<file path="config.mk">
export PLATFORM = sky130hd
export DESIGN_NAME = irq_unit
export DESIGN_NICKNAME = d
export VERILOG_FILES = /design/src/include/irq_pkg.sv /design/src/design/irq_unit.sv /design/src/design/irq_sort.sv /design/src/design/halt_ctrl.sv
export VERILOG_INCLUDE_DIRS = /design/src /design/src/include
export SDC_FILE = /design/constraint.sdc
export NUM_CORES = 1
export LEC_CHECK = 0
export BUFFER_PORTS_ARGS = -buffer_cell sky130_fd_sc_hd__buf_2
export CAP_MARGIN = 15
export CORE_UTILIZATION = 54
export CTS_BUF_LIST = sky130_fd_sc_hd__clkbuf_2 sky130_fd_sc_hd__clkbuf_4 sky130_fd_sc_hd__clkbuf_8
export CTS_CLUSTER_SIZE = 10
export DETAILED_ROUTE_END_ITERATION = 16
export MAX_ROUTING_LAYER = met4
export PLACE_DENSITY = 0.9
export SLEW_MARGIN = 20
export SYNTH_ARGS = -nofsm -noshare
export SYNTH_HDL_FRONTEND = slang
export SYNTH_SLANG_ARGS = --single-unit
</file>
<file path="constraint.sdc">
create_clock -name clk -period 2.9 [get_ports clk]
set_clock_uncertainty 0.15 [all_clocks]
set_input_delay 0.29 -clock clk [delete_from_list [all_inputs] [get_ports clk]]
set_output_delay 0.29 -clock clk [all_outputs]
set_load 0.005 [all_outputs]
</file>
<file path="src/include/irq_defs.svh">
// What this block does
// - every DMA condition is fatal
// - initiator: five SCSI conditions non-fatal, rest fatal
// - target mode adds attention as non-fatal
// - on-the-fly interrupt never halts the engine
// - fatal always halts; non-fatal only if enabled
// - enable bits per condition, cleared means masked
// - masked non-fatal: flag only, no pending, no request
// - masked fatal: halt, flag, pending, no request
// - masking later never drops an asserted request
// - pending set: new conditions OR into hidden level
// - clearing read: request low three clocks, then restack
// - masked non-fatal never causes stacking
// - same-window conditions all posted first level
// - SCSI posting waits for empty DMA FIFO
// - fetch completes, fetched instruction not executed
// - SCSI halt while writing memory flushes FIFO
// - started request/acknowledge handshake finishes first
// - outstanding synchronous offset resolved before halting
// - transfer-control instruction runs to completion
// - phase jump loads transfer address as the drain ends, in the cycle halt or flush begins
// - on-the-fly flag cleared only by writing one
// - FIFO-empty bit is status, never cleared
// - summary always readable; status reads clear
`ifndef IRQ_DEFS_SVH
`define IRQ_DEFS_SVH

// =====================================
// register offsets
`define OFS_SUMMARY   8'h00
`define OFS_SFLAGS0   8'h04
`define OFS_SFLAGS1   8'h08
`define OFS_DFLAGS    8'h0c
`define OFS_SMASK0    8'h10
`define OFS_SMASK1    8'h14
`define OFS_DMASK     8'h18
`define OFS_SCTL1     8'h1c

// =====================================
// field positions
`define SUM_DMA       0
`define SUM_SCSI      1
`define SUM_OTF       2
`define SUM_HALTED    3
`define SUM_RESTART   4
`define CTL_TARGET    0
`define CTL_NO_HALT   1
`define DFE_BIT       7

// =====================================
// non-fatal condition sets, reset values and request gap length
`define NF0_INIT      8'h70
`define NF0_TGT       8'h80
`define NF1_ALL       8'h03
`define MASK_RST      8'h00
`define DMASK_RST     7'h00
`define GAP_CLKS      2'h3

`endif

</file>
<file path="src/include/irq_pkg.sv">
package irq_pkg;

	typedef struct packed {
		logic fetch_active;
		logic bus_fault;
		logic dma_to_mem;
		logic handshake_active;
		logic offset_outstanding;
		logic xfer_ctl_active;
		logic phase_jump;
	} eng_status_t;

	typedef enum logic [3:0] {
		H_RUN   = 4'b0001,
		H_DRAIN = 4'b0010,
		H_FLUSH = 4'b0100,
		H_HALT  = 4'b1000
	} halt_state_t;

endpackage

</file>
<file path="src/design/irq_unit.sv">
`include "irq_defs.svh"

module irq_unit (
	// clock and reset
	input  wire logic                clk,
	input  wire logic                rst_n,
	// avalon-mm slave
	input  wire logic [7:0]          address,
	input  wire logic                read,
	input  wire logic                write,
	input  wire logic [31:0]         writedata,
	input  wire logic [3:0]          byteenable,
	output logic      [31:0]         readdata,
	output logic                     waitrequest,
	// condition pulses
	input  wire logic [7:0]          scsi_evt0,
	input  wire logic [7:0]          scsi_evt1,
	input  wire logic [6:0]          dma_evt,
	input  wire logic                otf_evt,
	// engine side
	input  wire logic                dma_fifo_empty,
	input  irq_pkg::eng_status_t     eng,
	output logic                     halted,
	output logic                     flush_req,
	output logic                     skip_exec,
	output logic                     load_jump_addr,
	// interrupt request
	output logic                     irq_n
);
	// =====================================
	// state
	logic [7:0]  flags0;
	logic [7:0]  flags1;
	logic [6:0]  dflags;
	logic [7:0]  stk0;
	logic [7:0]  stk1;
	logic [6:0]  stkd;
	logic        otf;
	logic        irq_on;
	logic [1:0]  gap;
	logic        ack;
	logic [31:0] rdata;
	logic [7:0]  mask0;
	logic [7:0]  mask1;
	logic [6:0]  maskd;
	logic [1:0]  ctl1;

	logic [7:0]  pc0;
	logic [7:0]  pc1;
	logic [7:0]  hc0;
	logic [7:0]  hc1;

	// =====================================
	// bus decode
	wire req     = read | write;
	wire take    = req & ack;
	wire be0     = byteenable[0];
	wire sel_sum = (address == `OFS_SUMMARY);
	wire sel_f0  = (address == `OFS_SFLAGS0);
	wire sel_f1  = (address == `OFS_SFLAGS1);
	wire sel_fd  = (address == `OFS_DFLAGS);
	wire sel_m0  = (address == `OFS_SMASK0);
	wire sel_m1  = (address == `OFS_SMASK1);
	wire sel_md  = (address == `OFS_DMASK);
	wire sel_c1  = (address == `OFS_SCTL1);
	wire wr_ok   = take & write & be0;

	wire clr0    = take & read & sel_f0;
	wire clr1    = take & read & sel_f1;
	wire clrd    = take & read & sel_fd;
	wire clr_any = clr0 | clr1 | clrd;
	wire otf_w1c = wr_ok & sel_sum & writedata[`SUM_OTF];
	wire restart = wr_ok & sel_sum & writedata[`SUM_RESTART];

	assign waitrequest = req & ~ack;

	// =====================================
	// classification
	irq_sort u_sort (
		.target          (ctl1[`CTL_TARGET]),
		.no_halt_on_attn (ctl1[`CTL_NO_HALT]),
		.en0             (mask0),
		.en1             (mask1),
		.pc0             (pc0),
		.pc1             (pc1),
		.hc0             (hc0),
		.hc1             (hc1)
	);

	// masked non-fatal flags do not count as pending
	wire scsi_pending = |(flags0 & pc0) | |(flags1 & pc1);
	wire dma_pending  = |dflags;
	wire any_pend     = scsi_pending | dma_pending;
	wire gap_idle     = (gap == 2'h0);

	// =====================================
	// posting and stacking
	wire post_ok_s = ~any_pend & gap_idle & dma_fifo_empty;
	wire post_ok_d = ~any_pend & gap_idle;
	wire [7:0] in0 = scsi_evt0 | stk0;
	wire [7:0] in1 = scsi_evt1 | stk1;
	wire [6:0] ind = dma_evt | stkd;
	wire [7:0] post0 = post_ok_s ? in0 : 8'h00;
	wire [7:0] post1 = post_ok_s ? in1 : 8'h00;
	wire [6:0] postd = post_ok_d ? ind : 7'h00;

	// set wins over a same-cycle clearing read
	wire [7:0] next_flags0 = (flags0 & ~{8{clr0}}) | post0;
	wire [7:0] next_flags1 = (flags1 & ~{8{clr1}}) | post1;
	wire [6:0] next_dflags = (dflags & ~{7{clrd}}) | postd;
	wire [7:0] next_stk0   = post_ok_s ? 8'h00 : in0;
	wire [7:0] next_stk1   = post_ok_s ? 8'h00 : in1;
	wire [6:0] next_stkd   = post_ok_d ? 7'h00 : ind;
	wire       next_otf    = otf_evt | (otf & ~otf_w1c);

	wire [1:0] next_gap = clr_any ? `GAP_CLKS
		: (gap_idle ? 2'h0 : gap - 2'h1);

	// =====================================
	// request output
	wire en_hit = |(flags0 & mask0) | |(flags1 & mask1)
		| |(dflags & maskd) | otf;
	wire still  = (|flags0) | (|flags1) | (|dflags) | otf;
	wire next_irq = (clr_any | ~gap_idle) ? 1'b0
		: (en_hit | (irq_on & still));

	assign irq_n = ~irq_on;

	// =====================================
	// halt trigger: on-the-fly never takes part
	wire s_halt = |(post0 & hc0) | |(post1 & hc1);
	wire trig   = s_halt | (|postd);

	halt_ctrl u_halt (
		.clk            (clk),
		.rst_n          (rst_n),
		.trig           (trig),
		.scsi_cause     (s_halt),
		.restart        (restart),
		.fifo_empty     (dma_fifo_empty),
		.eng            (eng),
		.halted         (halted),
		.flush_req      (flush_req),
		.skip_exec      (skip_exec),
		.load_jump_addr (load_jump_addr)
	);

	// =====================================
	// read mux
	wire [31:0] sum_word = {27'h0, 1'b0, halted, otf, scsi_pending, dma_pending};
	wire [31:0] rd_mux =
		sel_sum ? sum_word :
		sel_f0  ? {24'h0, flags0} :
		sel_f1  ? {24'h0, flags1} :
		sel_fd  ? {24'h0, dma_fifo_empty, dflags} :
		sel_m0  ? {24'h0, mask0} :
		sel_m1  ? {24'h0, mask1} :
		sel_md  ? {25'h0, maskd} :
		sel_c1  ? {30'h0, ctl1} : 32'h0;

	// =====================================
	// registers
	always_ff @(posedge clk) begin
		if (!rst_n) begin
			ack   <= 1'b0;
			rdata <= 32'h0;
		end else begin
			ack <= req & ~ack;
			if (read & ~ack) rdata <= rd_mux;
		end
	end

	assign readdata = rdata;

	always_ff @(posedge clk) begin
		if (!rst_n) begin
			mask0 <= `MASK_RST;
			mask1 <= `MASK_RST;
			maskd <= `DMASK_RST;
			ctl1  <= 2'h0;
		end else if (wr_ok) begin
			if (sel_m0) mask0 <= writedata[7:0];
			if (sel_m1) mask1 <= writedata[7:0];
			if (sel_md) maskd <= writedata[6:0];
			if (sel_c1) ctl1 <= writedata[1:0];
		end
	end

	always_ff @(posedge clk) begin
		if (!rst_n) begin
			flags0 <= 8'h00;
			flags1 <= 8'h00;
			dflags <= 7'h00;
			stk0   <= 8'h00;
			stk1   <= 8'h00;
			stkd   <= 7'h00;
			otf    <= 1'b0;
			irq_on <= 1'b0;
			gap    <= 2'h0;
		end else begin
			flags0 <= next_flags0;
			flags1 <= next_flags1;
			dflags <= next_dflags;
			stk0   <= next_stk0;
			stk1   <= next_stk1;
			stkd   <= next_stkd;
			otf    <= next_otf;
			irq_on <= next_irq;
			gap    <= next_gap;
		end
	end
endmodule // irq_unit

</file>
<file path="src/design/irq_sort.sv">
`include "irq_defs.svh"

module irq_sort (
	// mode
	input  wire logic       target,
	input  wire logic       no_halt_on_attn,
	// enables
	input  wire logic [7:0] en0,
	input  wire logic [7:0] en1,
	// classes
	output logic      [7:0] pc0,
	output logic      [7:0] pc1,
	output logic      [7:0] hc0,
	output logic      [7:0] hc1
);
	wire [7:0] nf0 = `NF0_INIT | (target ? `NF0_TGT : 8'h00);
	wire [7:0] nf1 = `NF1_ALL;
	wire [7:0] keep = (target & no_halt_on_attn) ? `NF0_TGT : 8'h00;

	// pending class: fatal or enabled
	assign pc0 = ~nf0 | en0;
	assign pc1 = ~nf1 | en1;
	// halt class: fatal always, non-fatal when enabled, except attention in target mode with no_halt_on_attn set
	assign hc0 = ~nf0 | (en0 & ~keep);
	assign hc1 = ~nf1 | en1;
endmodule // irq_sort

</file>
<file path="src/design/halt_ctrl.sv">
module halt_ctrl (
	// clock and reset
	input  wire logic                clk,
	input  wire logic                rst_n,
	// triggers
	input  wire logic                trig,
	input  wire logic                scsi_cause,
	input  wire logic                restart,
	input  wire logic                fifo_empty,
	input  irq_pkg::eng_status_t     eng,
	// engine control
	output logic                     halted,
	output logic                     flush_req,
	output logic                     skip_exec,
	output logic                     load_jump_addr
);
	irq_pkg::halt_state_t state;
	irq_pkg::halt_state_t next_state;
	logic                 cause;
	logic                 ljmp;

	wire ready = (~eng.fetch_active | eng.bus_fault)
		& ~eng.handshake_active
		& ~eng.offset_outstanding
		& ~eng.xfer_ctl_active;
	wire need_flush = cause & eng.dma_to_mem & ~fifo_empty;

	always_comb begin
		next_state = state;
		case (state)
			irq_pkg::H_RUN: if (trig) next_state = irq_pkg::H_DRAIN;
			irq_pkg::H_DRAIN: if (ready) begin
				next_state = need_flush ? irq_pkg::H_FLUSH : irq_pkg::H_HALT;
			end
			irq_pkg::H_FLUSH: if (fifo_empty) next_state = irq_pkg::H_HALT;
			irq_pkg::H_HALT: if (restart) next_state = irq_pkg::H_RUN;
			default: next_state = irq_pkg::H_RUN;
		endcase
	end

	always_ff @(posedge clk) begin
		if (!rst_n) begin
			state <= irq_pkg::H_RUN;
			cause <= 1'b0;
			ljmp  <= 1'b0;
		end else begin
			state <= next_state;
			if (state == irq_pkg::H_RUN) cause <= scsi_cause;
			ljmp  <= (state == irq_pkg::H_DRAIN) & ready & eng.phase_jump;
		end
	end

	assign halted         = (state == irq_pkg::H_HALT);
	assign flush_req      = (state == irq_pkg::H_FLUSH);
	assign skip_exec      = (state != irq_pkg::H_RUN);
	assign load_jump_addr = ljmp;
endmodule // halt_ctrl

</file>
## After elaboration in Yosys (flattened, before gate mapping)

Cells that the tools add are included.

| storage, ports and cells | value |
|---|---|
| register bits after elaboration | 114 |
| input port bits | 80 |
| output and inout bits | 38 |
| logic and storage cells | 153 |

| operators by class | value |
|---|---|
| add/sub/neg operators | 1 |
| eq/ne operators | 16 |
| multiplexer cells | 21 |
| bitwise gates (word level) | 76 |
| reduce and logical (&&, ||, !) cells | 21 |

Operators by type and width:

| operator | count |
|---|---|
| 8-bit 2-to-1 mux | 10 |
| 8-bit AND | 9 |
| 8-bit OR reduction | 8 |
| 8-bit bitwise OR | 6 |
| 8-bit by 5-bit equality test with 1-bit output (second input constant) | 4 |
| 8-bit inverter | 4 |
| 1-bit AND | 24 |
| 7-bit OR reduction | 3 |
| 4-bit 2-to-1 mux | 5 |
| 1-bit bitwise OR | 17 |
| 8-bit by 4-bit equality test with 1-bit output (second input constant) | 2 |
| 4-bit case mux with 4 select lines | 1 |
| 7-bit AND | 2 |
| 7-bit 2-to-1 mux | 2 |
| 7-bit bitwise OR | 2 |
| 1-bit inverter | 11 |
| 8-bit by 3-bit equality test with 1-bit output (second input constant) | 1 |
| 8-bit logical NOT | 1 |
| 2-bit AND reduction | 4 |
| 7-bit inverter | 1 |
| 2-bit 2-to-1 mux | 3 |
| 2-bit OR reduction | 3 |
| 4-bit by 1-bit equality test with 1-bit output (second input constant) | 1 |
| 4-bit by 2-bit equality test with 1-bit output (second input constant) | 1 |
| 8 further kinds | 10 |

## Longest topological paths before layout

Gate-level depths: netlist of run 1.

| depth | value |
|---|---|
| depth in word-level cells | 17 |
| depth in mapped cells | 7 |
| depth with buffers taken out | 5 |

## By module

Synthesis of run 1 repeated with hierarchy kept, for this count alone.

| unflattened totals | value |
|---|---|
| cells, all modules | 529 |
| area, all modules | 4443.0 um^2 |

By module, submodules not included:

| module | times used | cells each | area each (um^2) | seq. area each (um^2) |
|---|---|---|---|---|
| irq_unit | 1 | 455 | 3867.5 | 1681.6 |
| halt_ctrl | 1 | 40 | 330.3 | 120.1 |
| irq_sort | 1 | 34 | 245.2 | 0.0 |

## Worst setup path before layout of run 1

OpenSTA, ideal clock, no wires.

| timing | value |
|---|---|
| path type | register to register |
| start point | register flags0[4] |
| end point | register u_halt.state[0] |
| setup time | 115 ps |
| arrival time | 2011 ps |
| required time | 2635 ps |
| slack | 623 ps |
| stages on the path, launching flop included | 7 |
| buffers on the path | 1 |
| clock period less this slack | 2277 ps |
| cells stage by stage | dfxtp_1 -> a222oi_1 -> o211ai_1 -> or3_1 -> buf_2 -> or4_4 -> and3_1 |

| on the way | value |
|---|---|
| cells in the longest elaborated chain, start to end | 14 |
| elaborated cells between the ends (all ways) | 19 |
| those cells by class | eq/ne (1); mux (3); bitwise (10); reduce/logical (5) |

Ends and longest elaborated chain:

| what | RTL line | text |
|---|---|---|
| from (decl) | irq_unit.sv:32 | `logic [7:0] flags0;` |
| from (signal assigned) | irq_unit.sv:201 | `flags0 <= next_flags0;` |
| 8-bit AND * | irq_unit.sv:91 | `wire scsi_pending = \|(flags0 & pc0) \| \|(flags1 & pc1);` |
| 8-bit OR reduction * | irq_unit.sv:91 |  |
| 1-bit bitwise OR * | irq_unit.sv:91 |  |
| 1-bit bitwise OR * | irq_unit.sv:93 | `wire any_pend = scsi_pending \| dma_pending;` |
| 1-bit inverter * | irq_unit.sv:98, irq_unit.sv:99 |  |
| 1-bit AND * | irq_unit.sv:98, irq_unit.sv:99 |  |
| 1-bit AND | irq_unit.sv:98 | `wire post_ok_s = ~any_pend & gap_idle & dma_fifo_empty;` |
| 8-bit 2-to-1 mux, on equally long branches | irq_unit.sv:103, irq_unit.sv:104 |  |
| 8-bit AND | irq_unit.sv:131 | `wire s_halt = \|(post0 & hc0) \| \|(post1 & hc1);` |
| 8-bit OR reduction | irq_unit.sv:131 |  |
| 1-bit bitwise OR | irq_unit.sv:131 |  |
| 1-bit bitwise OR * | irq_unit.sv:132 | `wire trig = s_halt \| (\|postd);` |
| 2-bit != test (no source line) * | n/a |  |
| 4-bit AND reduction (no source line) * | n/a |  |
| to (signal assigned) | halt_ctrl.sv:43 | `state <= irq_pkg::H_RUN;` |
| to (signal assigned) | halt_ctrl.sv:47 | `state <= next_state;` |
| to (decl) | halt_ctrl.sv:17 | `irq_pkg::halt_state_t state;` |

Mark *: on every way between the ends. The rest lies on a longest branch, timed or not.
A chain may end at the register's enable or synchronous reset.

## Final worst setup path of run 1

| timing | value |
|---|---|
| start point | register mask0[4] |
| end point | register u_halt.state[0] |

| on the way | value |
|---|---|
| cells in the longest elaborated chain, start to end | 15 |
| elaborated cells between the ends (all ways) | 22 |
| those cells by class | eq/ne (1); mux (3); bitwise (13); reduce/logical (5) |

Ends and longest elaborated chain:

| what | RTL line | text |
|---|---|---|
| from (decl) | irq_unit.sv:43 | `logic [7:0] mask0;` |
| from (signal assigned) | irq_unit.sv:177 | `` mask0 <= `MASK_RST; `` |
| from (signal assigned) | irq_unit.sv:182 | `if (sel_m0) mask0 <= writedata[7:0];` |
| 8-bit bitwise OR | irq_sort.sv:21 | `assign pc0 = ~nf0 \| en0;` |
| 8-bit AND | irq_unit.sv:91 |  |
| 8-bit OR reduction | irq_unit.sv:91 |  |
| 1-bit bitwise OR | irq_unit.sv:91 |  |
| 1-bit bitwise OR | irq_unit.sv:93 |  |
| 1-bit inverter | irq_unit.sv:98, irq_unit.sv:99 |  |
| 1-bit AND | irq_unit.sv:98, irq_unit.sv:99 |  |
| 1-bit AND | irq_unit.sv:98 |  |
| 8-bit 2-to-1 mux, on equally long branches | irq_unit.sv:103, irq_unit.sv:104 |  |
| 8-bit AND | irq_unit.sv:131 |  |
| 8-bit OR reduction | irq_unit.sv:131 |  |
| 1-bit bitwise OR | irq_unit.sv:131 |  |
| 1-bit bitwise OR * | irq_unit.sv:132 |  |
| 2-bit != test (no source line) * | n/a |  |
| 4-bit AND reduction (no source line) * | n/a |  |

Marked as above.

==> out/results.ini, run 1 <==
[timing]
setup-tns-final_ns=0
tightestPinTransition_ns=0.962
finalSetupViolCount=0
min_period_over_period_pct=87.4
rsz0062_at_grt=false
fmax_mhz=394
hold_violations=0
slew_headroom_pct=34.2
finalMaxSlewViolations=0
fin_crit_ns=2.54

[detailed_routing]
via_count=4081
wl_per_cell_um=17.6
dr.pass1.iters=6
drtIter0Drc=309
drc=0
postRouteAntennaNets=0
drt-total-wl_um=12100
vias_per_cell=5.92

[setup_path]
max_stage_delay_ns=0.55
worst-setup-path-type=flip-flop to flip-flop
worstPathArrival_ns=2.65
worstPathRequired_ns=3.01
cp-start-kind=flip-flop
crit_fanout=9
reg2regPathDepth=5
worst_path_max_delay_cell=or3_1
path_cells=a222oi_1 > o211ai_1 > or3_1 > or4_4 > and3_1
end_kind=flip-flop

[clock_network]
clockBufferDepth=2
htreeDepth=3
cts_tree=yes
clock-root-buffer=clkbuf_8
cts_sinks=90
cts_resized=0
cts_made_buffers=9
clkTransAtPathRegs_ns=0.09
postCtsSetupBuffers=0
worstSkewPairLatency_ns=0.36

[synth]
ys_top_cells_by_area=dfxtp_1 (43%), nor2_1 (8.6%), a21oi_1 (5.2%)
yosys.cell_types.count=49
synth.most_common_cell=nor2_1
yosys.area.top_type_share_pct=43.2
seq_area_frac_synth_pct=43.2
yosysWarnings=0
synth_cells=517
synth-seq-cells=90
synthFlopType=dfxtp_1
avgSynthCellArea_um2=8.06
synth_edf_count=0
async_flop_share_pct=0
netlist_area_mm2=0.00417
yosys-top-cells-count=nor2_1 (95), dfxtp_1 (90), a21oi_1 (43), nand2_1 (43), o21ai_0 (28)
yosys.area.top_type=dfxtp_1

[floorplanning]
ioPinCount=118
core_mm2=0.00737
die_area_mm2=0.00808
die_w_um=89.9
fp.dieH_um=89.9
rows=31
initial_core_util_pct=56.6

[finish]
fill_cells=669
antennaDiodeCount=0
drive_gt1_share_pct=16.8
nets=665
area_growth_pct=14.7
utilization_pct=64.9

[job]
drv_cap=0

[pwr]
powerDensity_mw_per_mm2=758
sw_frac_of_total_pct=35.2
pwr-share-clk_pct=24.4
p_leak_nw=1.94
sequentialPowerShare_pct=48.4
p_int_mw=2.35
peakVddDrop_v=0.000503
pwr-share-comb_pct=27.2
power.switching_mw=1.28

[placed_design]
place_congestion=0.957
dp_hpwl_um=9100
io_buffers=66

[run_status]
status=complete, no violations

[hold_path]
hold_depth=3
hold_class=input port to flip-flop

[global_route]
grt_pass1_wl_um=19200
grt_max_degree=50
grt_overflow=0
antenna_found_initial=0
grt.total_usage_pct=31.5
grt_pass1_vias=3820

## layout by cell type, fill, tap and decap left out, drive strengths merged, types with 11 or more instances in the layout
cell / count
conb: 24
nand3: 25
buf: 77
nand2: 43
dfxtp: 90
o21ai: 28
mux2i: 20
nor2: 95
nor4: 12
a22oi: 11
a21oi: 43
clkbuf: 11
## registers in the layout, indices dropped and copies added, names as in the netlist, 2 cells and up
register,count
stkd,7
flags0,8
u_halt.state,4
stk1,8
flags1,8
ctl1,2
maskd,7
mask0,8
mask1,8
dflags,7
stk0,8
readdata,8
gap,2
## per-stage QoR
step	instances	worst slack, ns	power [mW]	area [µm²]	hold slack, ns
detailed placement	669	0.383	2.74	4540	0.309
CTS	689	0.366	3.63	4780	0.000236
floorplan	540	0.623	2.42	4260	0.219
global route	689	0.266	3.83	4780	0.0174
finish	689	0.364	3.63	4780	0.00886
global placement	669	0.432	2.69	4540	0.302
## area by class of cell
| type | count | area [µm²] | area share, % |
|---|---|---|---|
| Timing Repair Buffer | 81 | 453 | 9.47 |
| Clock inverter | 5 | 61.3 | 1.28 |
| Inverter | 7 | 26.3 | 0.549 |
| Tap cell | 99 | 124 | 2.59 |
| Clock buffer | 11 | 145 | 3.04 |
| Multi-Input combinational cell | 396 | 2170 | 45.4 |
| Sequential cell | 90 | 1800 | 37.7 |
## cell families (layout without fill, tap and decap cells)
group	after synthesis	in the layout	share of synthesized area (%)
muxes	20	20	4.80
AOI/OAI and AO/OA	126	126	19.0
other	1	24	0.0899
DFF	90	90	43.2
buffers and inverters	54	104	7.08
and+or+nand+nor	226	226	25.8
## worst max-delay path: cells and delay by family, from the launching register on
family / cells / cell delay, ns
AOI/OAI and AO/OA: 2 / 0.64
DFF: 1 / 0.39
and+or+nand+nor: 3 / 1.26
## repair_timing
action / CTS / global route
endpoints found under the hold margin: 4 / 0
hold buffers: 4 / 0
setup endpoints to repair: 0 / 0
## final timing paths
check	startpoint	endpoint	slack, ns
max	mask0[4]	u_halt.state[0]	0.36
min	scsi_evt1[3]	stk1[3]	0.009
max reg2reg	mask0[4]	u_halt.state[0]	0.36
min reg2reg	stkd[0]	stkd[0]	0.32
## metal layers
layer	track usage, %	up-vias	routed length, µm
li1	-	1951	-
met1	38.5	1895	5060
met2	49.2	203	5680
met3	7.19	32	888
met4	15.5	0	487
met5	-	-	0
## power groups by stage
| stage | combinational, mW | sequential [mW] | clock (mW) |
|---|---|---|---|
| 5_1_grt | 1.09 | 1.79 | 0.951 |
| 3_3_place_gp | 0.918 | 1.77 | 0 |
| 4_1_cts | 0.975 | 1.75 | 0.904 |
| 2_1_floorplan | 0.735 | 1.69 | 0 |
| 3_5_place_dp | 0.964 | 1.78 | 0 |
| 6_report | 0.985 | 1.76 | 0.885 |
No activity file was read; power rests on OpenSTA's default activity.
==> inputs of run 2 (changes only) <==
Clock period 2.9 ns to 2.73 ns, I/O delays scaled along.
==> out/results.ini, run 2 (synthesis gave the netlist of run 1 again) <==
[finish]
nets=682  ; +2.6%
final_common_cell=nor2_1
area_growth_pct=18.6
fill_cells=648  ; -3.1%
antennaDiodeCount=0  ; unchanged
finalNonFillerCells=706  ; +2.5%
drive_gt1_share_pct=17.1  ; +0.35 points
final_cell_mix=nor2_1 (95), dfxtp_1 (90), buf_2 (66)

[hold_path]
holdPathEnd=stk0[7]
hp-start=scsi_evt0[7]
hold_class=input port to flip-flop
hold_depth=3  ; unchanged

[timing]
tightestPinTransition_ns=0.785  ; -0.178 ns
fmax_mhz=418  ; +6.0%
hold_violations=2  ; +2
finalSetupViolCount=0  ; unchanged
fin_crit_ns=2.39  ; -0.143 ns
finalMaxSlewViolations=0  ; unchanged
rsz0062_at_grt=false
slew_headroom_pct=46.9  ; +13 points
min_period_over_period_pct=87.7  ; +0.22 points
hold-worst-slack_ns=-0.00177  ; -0.0106 ns
setup-tns-final_ns=0  ; unchanged

[detailed_routing]
vias_per_cell=5.97  ; +0.77%
drc=0  ; unchanged
postRouteAntennaNets=0  ; unchanged
dr.pass1.iters=5  ; -1
wl_per_cell_um=17.9  ; +2.0%
drt-total-wl_um=12700  ; +4.5%
via_count=4214  ; +3.3%
drtIter0Drc=293  ; -5.2%

[pwr]
p_int_mw=2.51  ; +6.7%
power.switching_mw=1.43  ; +12%
peakVddDrop_v=0.000441  ; -12%
sw_frac_of_total_pct=36.3  ; +1.1 points
pwr-share-clk_pct=24.6  ; +0.2 points
pwr-share-comb_pct=27.3  ; about the same
powerDensity_mw_per_mm2=796  ; +5.0%
p_total_mw=3.94  ; +8.5%
sequentialPowerShare_pct=48.1  ; -0.3 points
p_leak_nw=2.00  ; +3.4%

[clock_network]
cts_made_buffers=9  ; unchanged
clkTransAtPathRegs_ns=0.09  ; about the same
clock-root-buffer=clkbuf_8
htreeDepth=3  ; unchanged
worstSkewPairLatency_ns=0.37  ; about the same
postCtsSetupBuffers=0  ; unchanged
clockBufferDepth=2  ; unchanged
cts_sinks=90  ; unchanged
cts_tree=yes

[setup_path]
max_stage_delay_ns=0.49  ; -0.06 ns
worstPathArrival_ns=2.51  ; -0.14 ns
crit_buf_inv=0  ; unchanged
path_cells=a222oi_1 > o211ai_1 > or3_1 > or4_4 > and3_1
worst-setup-path-type=flip-flop to flip-flop
crit_fanout=4  ; -5
cp-start-kind=flip-flop
reg2regPathDepth=5  ; unchanged
rr_endpoint=u_halt.state[0]
end_kind=flip-flop
worst_path_max_delay_cell=or4_4
reg2reg_slack_ns=0.34  ; -0.03 ns
path_delay_family=simple AND/OR/NAND/NOR gates
reg2reg_from=flags0[4]
worstPathRequired_ns=2.85  ; -0.16 ns

[placed_design]
dp_hpwl_um=9430  ; +3.7%
place_congestion=0.981  ; +2.5%
io_buffers=66  ; unchanged
dp_cells=674  ; +0.75%

[floorplanning]
ioPinCount=118  ; unchanged
fp.dieH_um=89.9  ; unchanged
die_w_um=89.9  ; unchanged
die_area_mm2=0.00808  ; unchanged
core_mm2=0.00737  ; unchanged
rows=31  ; unchanged
initial_core_util_pct=56.6  ; unchanged

[run_status]
status=complete, but fails checks
violations=negative hold slack

[global_route]
grt_pass1_wl_um=20500  ; +6.8%
antenna_found_initial=0  ; unchanged
grt_overflow=0  ; unchanged
grt.total_usage_pct=33.4  ; +1.9 points
grt_max_degree=44  ; -12%
grt_pass1_vias=4090  ; +7.1%

[job]
drv_cap=0  ; unchanged

-- run 2: cell count changes in the layout (fill, tap and decap cells not counted), sizes merged --
cell | previous run | this run
inv | 9 | 11
clkinv | 2 | 0
dlygate4sd3 | 4 | 16
buf | 77 | 82
clkbuf | 11 | 9
clkinvlp | 0 | 2
-- run 2: power by group through the flow --
stage	logic (mW)	registers, mW	clock network, mW
final	1.07	1.89	0.968
after global routing	1.20	1.92	1.02
after CTS	1.06	1.88	0.976
after detailed placement	1.04	1.91	0
after global placement	0.998	1.89	0
after floorplan	0.781	1.79	0
-- run 2: how the worst max path moves through the flow --
stage                 endpoint  depth (start not counted)  slack (ns)       start
5_1_grt                stk1[4]                          5        0.22   flags0[4]
3_3_place_gp          mask0[7]                          7        0.37  address[3]
3_5_place_dp          mask0[6]                          7        0.38  address[3]
4_1_cts        u_halt.state[0]                          5        0.37   flags0[4]
2_1_floorplan  u_halt.state[0]                          6        0.45   flags0[4]
6_report       u_halt.state[0]                          5        0.34   flags0[4]
-- run 2: worst reg2reg max path: stages (launching register included) --
cell	delay (ns)
dfxtp_1	0.38
a222oi_1	0.42
o211ai_1	0.27
or3_1	0.42
or4_4	0.49
and3_1	0.17
-- run 2: through the flow --
step	hold slack, ns	utilization [%]	cell area [µm²]	setup WS [ns]
floorplan	0.202	-	4260	0.453
global placement	0.301	62.1	4570	0.369
CTS	0.000382	67.1	4940	0.373
finish	-0.00177	67.1	4940	0.337
global route	0.00955	67.1	4940	0.216
detailed placement	0.308	62.1	4570	0.379
-- run 2: layout make-up --
class	count	area (µm²)	area share, %
multi-input combinational	396	2170	43.9
sequential	90	1800	36.4
timing repair buffer	98	611	12.4
clock buffer	9	124	2.51
tap	99	124	2.51
clock inverter	7	85.1	1.72
inverter	7	26.3	0.532
-- run 2: repair_timing --
item | 4_1_cts | 5_1_grt
hold buffers | 16 | 0
hold endpoints to repair | 16 | 0
resized for setup | 0 | 0
setup endpoints to repair | 0 | 0
-- run 2: metal layers --
| layer | GRT usage, % | up-vias | wire (µm) |
|---|---|---|---|
| met3 | 4.99 | 45 | 823 |
| met1 | 38.3 | 1981 | 5070 |
| met2 | 57.1 | 199 | 6260 |
| met4 | 16.7 | 0 | 505 |
| li1 | - | 1989 | - |
| met5 | - | - | 0 |
